===== src/hw/asrp_cfg.svh =====
// Constants for the converter sample readout port
`ifndef ASRP_CFG_SVH
`define ASRP_CFG_SVH

`define ASRP_CLK_NS 100
`define ASRP_DATA_W 20
`define ASRP_CODE_MAX 20'h7FFFF
`define ASRP_CODE_MIN 20'h80000
`define ASRP_MOD_DIV 64
`define ASRP_DEC_SLOW 7680
`define ASRP_DEC_FAST 960
`define ASRP_SHIFT_SLOW 32
`define ASRP_SHIFT_FAST 20
`define ASRP_TAIL_BITS 24
`define ASRP_REFRESH_NS 39000
`define ASRP_REFRESH_CYC ((`ASRP_REFRESH_NS + `ASRP_CLK_NS - 1) / `ASRP_CLK_NS)
`define ASRP_DETECT_NS 5000
`define ASRP_DETECT_CYC (`ASRP_DETECT_NS / `ASRP_CLK_NS)
`define ASRP_OSC_INC 24'h7DD441

`endif


===== src/hw/asrp_pkg.sv =====
// Types for the converter sample readout port
package asrp_pkg;
    typedef enum logic [1:0] {
        ASRP_IDLE,
        ASRP_REFRESH,
        ASRP_READY,
        ASRP_SHIFT
    } asrp_state_t;
endpackage


===== src/hw/asrp_readout.sv =====
// Converter back end: clock select, sinc4 decimator, two-entry buffer, serial readout
`timescale 1ns/1ns
`default_nettype none
`include "asrp_cfg.svh"

module asrp_readout #(
    parameter int ACC_W = 54,
    parameter int DEC_SLOW = `ASRP_DEC_SLOW,
    parameter int DEC_FAST = `ASRP_DEC_FAST,
    parameter int REFRESH_CYC = `ASRP_REFRESH_CYC
) (
    input wire logic clk_sys,
    input wire logic rst_n,
    input wire logic speed_select,
    input wire logic shift_clock,
    input wire logic master_clock_input,
    input wire logic modulator_bit,
    output logic ready_and_serial_out,
    output logic internal_osc_enable,
    output logic result_overwritten,
    output var asrp_pkg::asrp_state_t port_state
);
    import asrp_pkg::*;

    localparam int DW = `ASRP_DATA_W;

    ////////////////////////////////////////////////////////////////////////
    // Reset release and pin synchronisers

    logic [1:0] rst_pipe;
    logic rst_sync_n;
    always_ff @(posedge clk_sys or negedge rst_n) begin
        if (!rst_n) begin
            rst_pipe <= 2'h0;
        end else begin
            rst_pipe <= {rst_pipe[0], 1'b1};
        end
    end
    assign rst_sync_n = rst_pipe[1];

    // Stage one of each pin is read only by stage two
    logic [3:0] pin_s1;
    logic [3:0] pin_s2;
    logic sclk_d;
    logic mclk_d;
    always_ff @(posedge clk_sys or negedge rst_sync_n) begin
        if (!rst_sync_n) begin
            pin_s1 <= 4'h0;
            pin_s2 <= 4'h0;
            sclk_d <= 1'b0;
            mclk_d <= 1'b0;
        end else begin
            pin_s1 <= {modulator_bit, master_clock_input, shift_clock, speed_select};
            pin_s2 <= pin_s1;
            sclk_d <= pin_s2[1];
            mclk_d <= pin_s2[2];
        end
    end

    logic speed_pin;
    logic sclk_rise;
    logic mclk_rise;
    logic mod_in;
    assign speed_pin = pin_s2[0];
    assign sclk_rise = pin_s2[1] & ~sclk_d;
    assign mclk_rise = pin_s2[2] & ~mclk_d;
    assign mod_in = pin_s2[3];

    ////////////////////////////////////////////////////////////////////////
    // Master clock source selection

    // Edge gap longer than one period at ~200 kHz means no external clock
    logic [7:0] gap_cnt;
    logic ext_present;
    always_ff @(posedge clk_sys or negedge rst_sync_n) begin
        if (!rst_sync_n) begin
            gap_cnt <= 8'hFF;
            ext_present <= 1'b0;
        end else if (mclk_rise) begin
            gap_cnt <= 8'h00;
            ext_present <= 1'b1;
        end else if (gap_cnt >= 8'(`ASRP_DETECT_CYC)) begin
            ext_present <= 1'b0;
        end else begin
            gap_cnt <= gap_cnt + 8'h01;
        end
    end

    always_ff @(posedge clk_sys or negedge rst_sync_n) begin
        if (!rst_sync_n) begin
            internal_osc_enable <= 1'b1;
        end else begin
            internal_osc_enable <= ~ext_present;
        end
    end

    // Internal oscillator as a phase accumulator; carry gives 4.9152 MHz ticks
    logic [24:0] osc_acc;
    always_ff @(posedge clk_sys or negedge rst_sync_n) begin
        if (!rst_sync_n) begin
            osc_acc <= 25'h0000000;
        end else begin
            osc_acc <= {1'b0, osc_acc[23:0]} + {1'b0, `ASRP_OSC_INC};
        end
    end

    // External clock must stay under half of clk_sys to be seen edge by edge
    logic mtick;
    assign mtick = ext_present ? mclk_rise : osc_acc[24];

    ////////////////////////////////////////////////////////////////////////
    // Modulator rate and decimation counting

    logic [5:0] mod_div;
    logic mod_tick;
    always_ff @(posedge clk_sys or negedge rst_sync_n) begin
        if (!rst_sync_n) begin
            mod_div <= 6'h00;
            mod_tick <= 1'b0;
        end else begin
            mod_tick <= mtick && (mod_div == 6'(`ASRP_MOD_DIV - 1));
            if (mtick) begin
                mod_div <= mod_div + 6'h01;
            end
        end
    end

    logic speed_act;
    logic [12:0] dec_cnt;
    logic dec_tick;
    logic [12:0] dec_last;
    assign dec_last = speed_act ? 13'(DEC_FAST - 1) : 13'(DEC_SLOW - 1);
    always_ff @(posedge clk_sys or negedge rst_sync_n) begin
        if (!rst_sync_n) begin
            dec_cnt <= 13'h0000;
            dec_tick <= 1'b0;
            speed_act <= 1'b0;
        end else begin
            dec_tick <= 1'b0;
            if (mod_tick) begin
                if (dec_cnt >= dec_last) begin
                    dec_cnt <= 13'h0000;
                    dec_tick <= 1'b1;
                    speed_act <= speed_pin;
                end else begin
                    dec_cnt <= dec_cnt + 13'h0001;
                end
            end
        end
    end

    ////////////////////////////////////////////////////////////////////////
    // Sinc4 decimator: four integrators, four combs

    // Modular wrap in the stages is harmless; only the final sum matters
    logic signed [ACC_W-1:0] integ [0:4];
    logic signed [ACC_W-1:0] comb [0:4];
    logic signed [ACC_W-1:0] comb_dly [0:3];
    assign integ[0] = mod_in ? ACC_W'(1) : -ACC_W'(1);
    assign comb[0] = integ[4];

    genvar k;
    generate
        for (k = 0; k < 4; k++) begin : g_stage
            logic signed [ACC_W-1:0] integ_r;
            always_ff @(posedge clk_sys or negedge rst_sync_n) begin
                if (!rst_sync_n) begin
                    integ_r <= '0;
                end else if (mod_tick) begin
                    integ_r <= integ_r + integ[k];
                end
            end
            assign integ[k+1] = integ_r;

            always_ff @(posedge clk_sys or negedge rst_sync_n) begin
                if (!rst_sync_n) begin
                    comb_dly[k] <= '0;
                end else if (dec_tick) begin
                    comb_dly[k] <= comb[k];
                end
            end
            // Combs chain within one tick; a pipelined chain would delay settling
            assign comb[k+1] = comb[k] - comb_dly[k];
        end
    endgenerate

    // Comb output captured at the tick, before the delay stages move on
    logic comb_done;
    logic speed_out;
    logic signed [ACC_W-1:0] comb_out;
    always_ff @(posedge clk_sys or negedge rst_sync_n) begin
        if (!rst_sync_n) begin
            comb_done <= 1'b0;
            speed_out <= 1'b0;
            comb_out <= '0;
        end else begin
            comb_done <= dec_tick;
            if (dec_tick) begin
                speed_out <= speed_act;
                comb_out <= comb[4];
            end
        end
    end

    logic signed [ACC_W-1:0] scaled;
    logic [DW-1:0] code;
    always_comb begin
        scaled = speed_out ? (comb_out >>> `ASRP_SHIFT_FAST) : (comb_out >>> `ASRP_SHIFT_SLOW);
        if (scaled > ACC_W'($signed(`ASRP_CODE_MAX))) begin
            code = `ASRP_CODE_MAX;
        end else if (scaled < -ACC_W'(20'sh40000) - ACC_W'(20'sh40000)) begin
            code = `ASRP_CODE_MIN;
        end else begin
            code = scaled[DW-1:0];
        end
    end

    ////////////////////////////////////////////////////////////////////////
    // Result holding stage and two-entry buffer

    // Holding stage waits while the buffer is full; a new word overwrites one still waiting there
    logic [DW-1:0] res_word;
    logic res_valid;
    logic buf_ready;
    always_ff @(posedge clk_sys or negedge rst_sync_n) begin
        if (!rst_sync_n) begin
            res_word <= '0;
            res_valid <= 1'b0;
        end else if (comb_done) begin
            res_word <= code;
            res_valid <= 1'b1;
        end else if (buf_ready) begin
            res_valid <= 1'b0;
        end
    end

    logic [DW-1:0] buf_mem [0:1];
    logic buf_wp;
    logic buf_rp;
    logic [1:0] buf_cnt;
    logic buf_valid;
    logic buf_take;
    logic buf_push;
    assign buf_ready = (buf_cnt != 2'h2);
    assign buf_valid = (buf_cnt != 2'h0);
    assign buf_push = res_valid && buf_ready && !comb_done;
    always_ff @(posedge clk_sys or negedge rst_sync_n) begin
        if (!rst_sync_n) begin
            buf_wp <= 1'b0;
            buf_rp <= 1'b0;
            buf_cnt <= 2'h0;
            buf_mem[0] <= '0;
            buf_mem[1] <= '0;
        end else begin
            if (buf_push) begin
                buf_mem[buf_wp] <= res_word;
                buf_wp <= ~buf_wp;
            end
            if (buf_take) begin
                buf_rp <= ~buf_rp;
            end
            buf_cnt <= buf_cnt + {1'b0, buf_push} - {1'b0, buf_take};
        end
    end

    ////////////////////////////////////////////////////////////////////////
    // Serial readout on the combined ready/data line

    asrp_state_t state;
    asrp_state_t next_state;
    logic [DW-1:0] shift_word;
    logic [4:0] edge_cnt;
    logic [8:0] refresh_cnt;
    logic pending;

    // A new word is taken in any state but refresh; it aborts a readout
    assign buf_take = buf_valid && (state != ASRP_REFRESH);

    always_comb begin
        next_state = state;
        case (state)
            ASRP_IDLE: begin
                if (buf_take) begin
                    next_state = ASRP_REFRESH;
                end
            end
            ASRP_REFRESH: begin
                if (refresh_cnt == 9'(REFRESH_CYC - 1)) begin
                    next_state = ASRP_READY;
                end
            end
            ASRP_READY: begin
                if (buf_take) begin
                    next_state = ASRP_REFRESH;
                end else if (sclk_rise) begin
                    next_state = ASRP_SHIFT;
                end
            end
            ASRP_SHIFT: begin
                if (buf_take) begin
                    next_state = ASRP_REFRESH;
                end
            end
            default: begin
                next_state = ASRP_IDLE;
            end
        endcase
    end

    always_ff @(posedge clk_sys or negedge rst_sync_n) begin
        if (!rst_sync_n) begin
            state <= ASRP_IDLE;
            port_state <= ASRP_IDLE;
        end else begin
            state <= next_state;
            port_state <= next_state;
        end
    end

    // Refresh window keeps the line high before each new word appears
    always_ff @(posedge clk_sys or negedge rst_sync_n) begin
        if (!rst_sync_n) begin
            refresh_cnt <= 9'h000;
        end else if (state == ASRP_REFRESH) begin
            refresh_cnt <= refresh_cnt + 9'h001;
        end else begin
            refresh_cnt <= 9'h000;
        end
    end

    always_ff @(posedge clk_sys or negedge rst_sync_n) begin
        if (!rst_sync_n) begin
            shift_word <= '0;
            edge_cnt <= 5'h00;
            ready_and_serial_out <= 1'b1;
            pending <= 1'b0;
            result_overwritten <= 1'b0;
        end else begin
            result_overwritten <= 1'b0;
            if (buf_take) begin
                shift_word <= buf_mem[buf_rp];
                edge_cnt <= 5'h00;
                ready_and_serial_out <= 1'b1;
                result_overwritten <= pending;
                pending <= 1'b1;
            end else begin
                case (state)
                    ASRP_REFRESH: begin
                        if (refresh_cnt == 9'(REFRESH_CYC - 1)) begin
                            ready_and_serial_out <= 1'b0;
                        end
                    end
                    ASRP_READY: begin
                        if (sclk_rise) begin
                            ready_and_serial_out <= shift_word[DW-1];
                            shift_word <= {shift_word[DW-2:0], 1'b1};
                            edge_cnt <= 5'h01;
                        end
                    end
                    ASRP_SHIFT: begin
                        if (sclk_rise) begin
                            // Ones shift in behind the data word
                            ready_and_serial_out <= shift_word[DW-1];
                            shift_word <= {shift_word[DW-2:0], 1'b1};
                            if (edge_cnt < 5'(`ASRP_TAIL_BITS)) begin
                                edge_cnt <= edge_cnt + 5'h01;
                            end
                            if (edge_cnt >= 5'(DW - 1)) begin
                                pending <= 1'b0;
                            end
                        end
                    end
                    default: begin
                        ready_and_serial_out <= ready_and_serial_out;
                    end
                endcase
            end
        end
    end

endmodule // asrp_readout

`default_nettype wire

===== config.mk =====
export PLATFORM = sky130hd
export DESIGN_NAME = asrp_readout
export DESIGN_NICKNAME = d
export VERILOG_FILES = /design/src/hw/asrp_pkg.sv /design/src/hw/asrp_readout.sv
export VERILOG_INCLUDE_DIRS = /design/src /design/src/hw
export SDC_FILE = /design/constraint.sdc
export NUM_CORES = 2
export LEC_CHECK = 0
export ABC_AREA = 1
export CAP_MARGIN = 0
export CELL_PAD_IN_SITES_DETAIL_PLACEMENT = 2
export CELL_PAD_IN_SITES_GLOBAL_PLACEMENT = 2
export CORE_MARGIN = 1.5
export CORE_UTILIZATION = 39
export DETAILED_ROUTE_END_ITERATION = 10
export DONT_BUFFER_PORTS = 1
export GPL_TIMING_DRIVEN = 0
export PLACE_DENSITY_LB_ADDON = 0.1
export SLEW_MARGIN = 40
export SYNTH_ARGS = -nofsm -noshare
export SYNTH_HDL_FRONTEND = slang
export SYNTH_SLANG_ARGS = --single-unit

===== constraint.sdc =====
create_clock -name clk_sys -period 21.1 [get_ports clk_sys]
set_input_delay 1.055 -clock clk_sys [delete_from_list [all_inputs] [get_ports clk_sys]]
set_output_delay 1.055 -clock clk_sys [all_outputs]
set_load 0.02 [all_outputs]

==> metrics <==
status finished, final reports clean; fin worst setup slack 11.10 ns; DRT iter0 DRCs 1921; synthesized cell area 50300 um2; gr usage total 29.8%; vias in the first global route 56151; # setup viols final 0; Most common cell on crit path nand2_1; CP Max Fanout 5; CTS tree yes; Post-Place Worst Slack between 10 and 15 ns; P&R area growth vs syn 10.8%; ys flop type dfrtp_1; pwr dens 154 nW/um2; start of the worst register-to-register path g_stage[3].integ_r[1]; Clock transition at path regs 0.06 ns; Rel. slew slack 40.5%; worst r2r path cells 46; CTS Hold Buffers Added 1; Die Area 131000 um2; die height around 360 um; count of cell types in the netlist 68; crit path time final 10.0 ns; final hold vios 0; DP Cell Count 8729; # port buffers 0; Vias/cell between 5 and 6; Post-synth EDFFs 0; final global-route overflow total 0; Synth warnings 0; share of cells above drive strength 1 ~5.6%; RSZ-0062 raised after global routing false; Setup Skew roughly 0.046 ns; row cnt 131; CP endpoint kind register; syn_nets 7503; commonest non-fill, non-tap cell in the layout nand2_1; final instance area between 50000 and 60000 um2; Starting Density 39.4%; hold_ws 0.306 ns; FMAX 100 MHz; ys async rst share 100%; share of total power in combinational logic 67.6%; number of synthesized register bits 641; Syn Area/Cell 7.13 um2; antenna violations before repair 0; top cell type's share of synthesized area 31.4%; WL per Instance 21.9 um; Die Span X about 360 um; post-route core utilization 43.6%; diode count 0; CP Launch Type register; GPL Wtd Cong between 0.9 and 1; setup_tns 0 ns; remaining antenna violation count 0; final cell count without fillers 8882; P_sw about 4.7 mW; sw frac 54.4%; final wirelength 195000 um; max_cap viols 0; hpwl dp 157000 um; Setup Fix Bufs, Post-CTS 0; num ports 11; largest net degree at the start of global routing 44; Synth area leader dfrtp_1; CTS resizes 0; period utilization 47.4%; peak supply drop 0.251 mV; main area contributors after synthesis dfrtp_1 (31%), nand2_1 (13%), ha_1 (11%); H-tree levels 3; max-slew violations 0; Min-Delay Path Class register to async pin; slowest CP cell fa_1; TritonCTS buffer count 82; R2R Path End comb_out[53]; clk sinks 641; first-pass GRT wire length 309000 um; Reg power frac 14.6%; Seq/Total Area, Yosys 31.9%; WS Path Type register to register; dpl cell area 52800 um2; fin nets around 7600; cells after synthesis 7049; Pint between 3 and 4 mW; Via Count 49220; R2R Setup Slk 11.10 ns; slew at the pin closest to its max-slew limit 0.884 ns; Pwr Total 8.56 mW; clock buffer depth 3; most frequent cells in the layout nand2_1 (1684), inv_1 (906), o21ai_0 (630), dfrtp_1 (630), nor2_1 (613); clock root buffer clkbuf_16; Worst Path Arrival ~11 ns; Pre-antenna DRT Iters 5; Clk pwr share 17.8%; leakage 28.9 nW; Clk Latency, worst-skew pair 0.71 ns; core area ~130000 um2; drt drc 0; CP peak stage delay 0.51 ns; CP required around 22 ns
worst max-delay path, delay by kind of cell, from the launching register on:
family,cells,cell delay (ns)
xor+xnor,3,0.57
simple gates,22,4.04
flops,1,0.50
buf+inv,5,0.67
compound gates,12,2.48
fa+ha+maj,4,1.58
worst max path at each step:
stage	cells past startpoint	to	slack, ns	startpoint
after floorplan	0	buf_cnt[0]	1.93	rst_pipe[1]
after global placement	0	mod_div[1]	-6.62	rst_pipe[1]
after detailed placement	46	comb_out[53]	11.29	g_stage[3].integ_r[1]
after CTS	46	comb_out[53]	11.19	g_stage[3].integ_r[1]
after global routing	46	comb_out[53]	10.56	g_stage[3].integ_r[1]
final	46	comb_out[53]	11.10	g_stage[3].integ_r[1]
area by class of cell:
type                       count  area (um2)
tap                         1662        2080
fill                       15209       72000
timing repair buffer          19         370
clock inverter                43         632
buffer                       130         536
clock buffer                 109        2300
sequential                   641       16100
multi-input combinational   5366       30300
inverter                     912        3430
power groups by stage:
stage	combinational (mW)	clock, mW	sequential, mW
floorplan	3.73	0	1.29
global placement	5.49	0	1.30
detailed placement	5.69	0	1.27
CTS	5.75	1.56	1.25
global route	6.29	1.60	1.25
finish	5.79	1.53	1.25
cells by family after synthesis:
| kind of cell | share of synthesized area, % |
|---|---|
| other cells | 0.00746 |
| xor+xnor | 5.45 |
| simple gates | 23.8 |
| mux | 0.490 |
| buf+inv | 7.79 |
| fa+ha+maj | 11.3 |
| compound gates | 19.3 |
| flops | 31.9 |
Yosys cell counts, drive strengths merged (7+ instances only):
cell type	n
nand2	1698
inv	910
o21ai	703
dfrtp	631
nor2	620
a21oi	580
ha	441
nand3	295
xor2	195
a31oi	139
xnor2	116
clkbuf	111
a21o	86
or2	84
nor3	63
o211ai	59
o21bai	44
nor4	39
nand4	35
a21boi	28
o21a	28
mux2	21
buf	19
nand3b	12
o31ai	11
and3	10
dfstp	10
and2	9
a31o	8
fa	7
o221ai	7
layer usage:
metal / vias to the layer above / share of wire, % / wire, um / global-route usage [%]
li1: 23609 / - / - / -
met1: 24741 / 39 / 76600 / 32.2
met2: 509 / 54 / 105000 / 58.0
met3: 361 / 1.7 / 3370 / 2.40
met4: 0 / 5.0 / 9770 / 14.0
met5: - / 0 / 0 / 0
state kept, by name, indices dropped and copies added, names as in the netlist, 6 cells and up:
| register | flops |
|---|---|
| gap_cnt | 8 |
| comb_out | 34 |
| buf_mem | 40 |
| res_word | 20 |
| mod_div | 6 |
| shift_word | 20 |
| dec_cnt | 13 |
| refresh_cnt | 9 |
| comb_dly | 216 |
| g_stage.integ_r | 216 |
| osc_acc | 25 |
(Power assumes the default switching activity.)
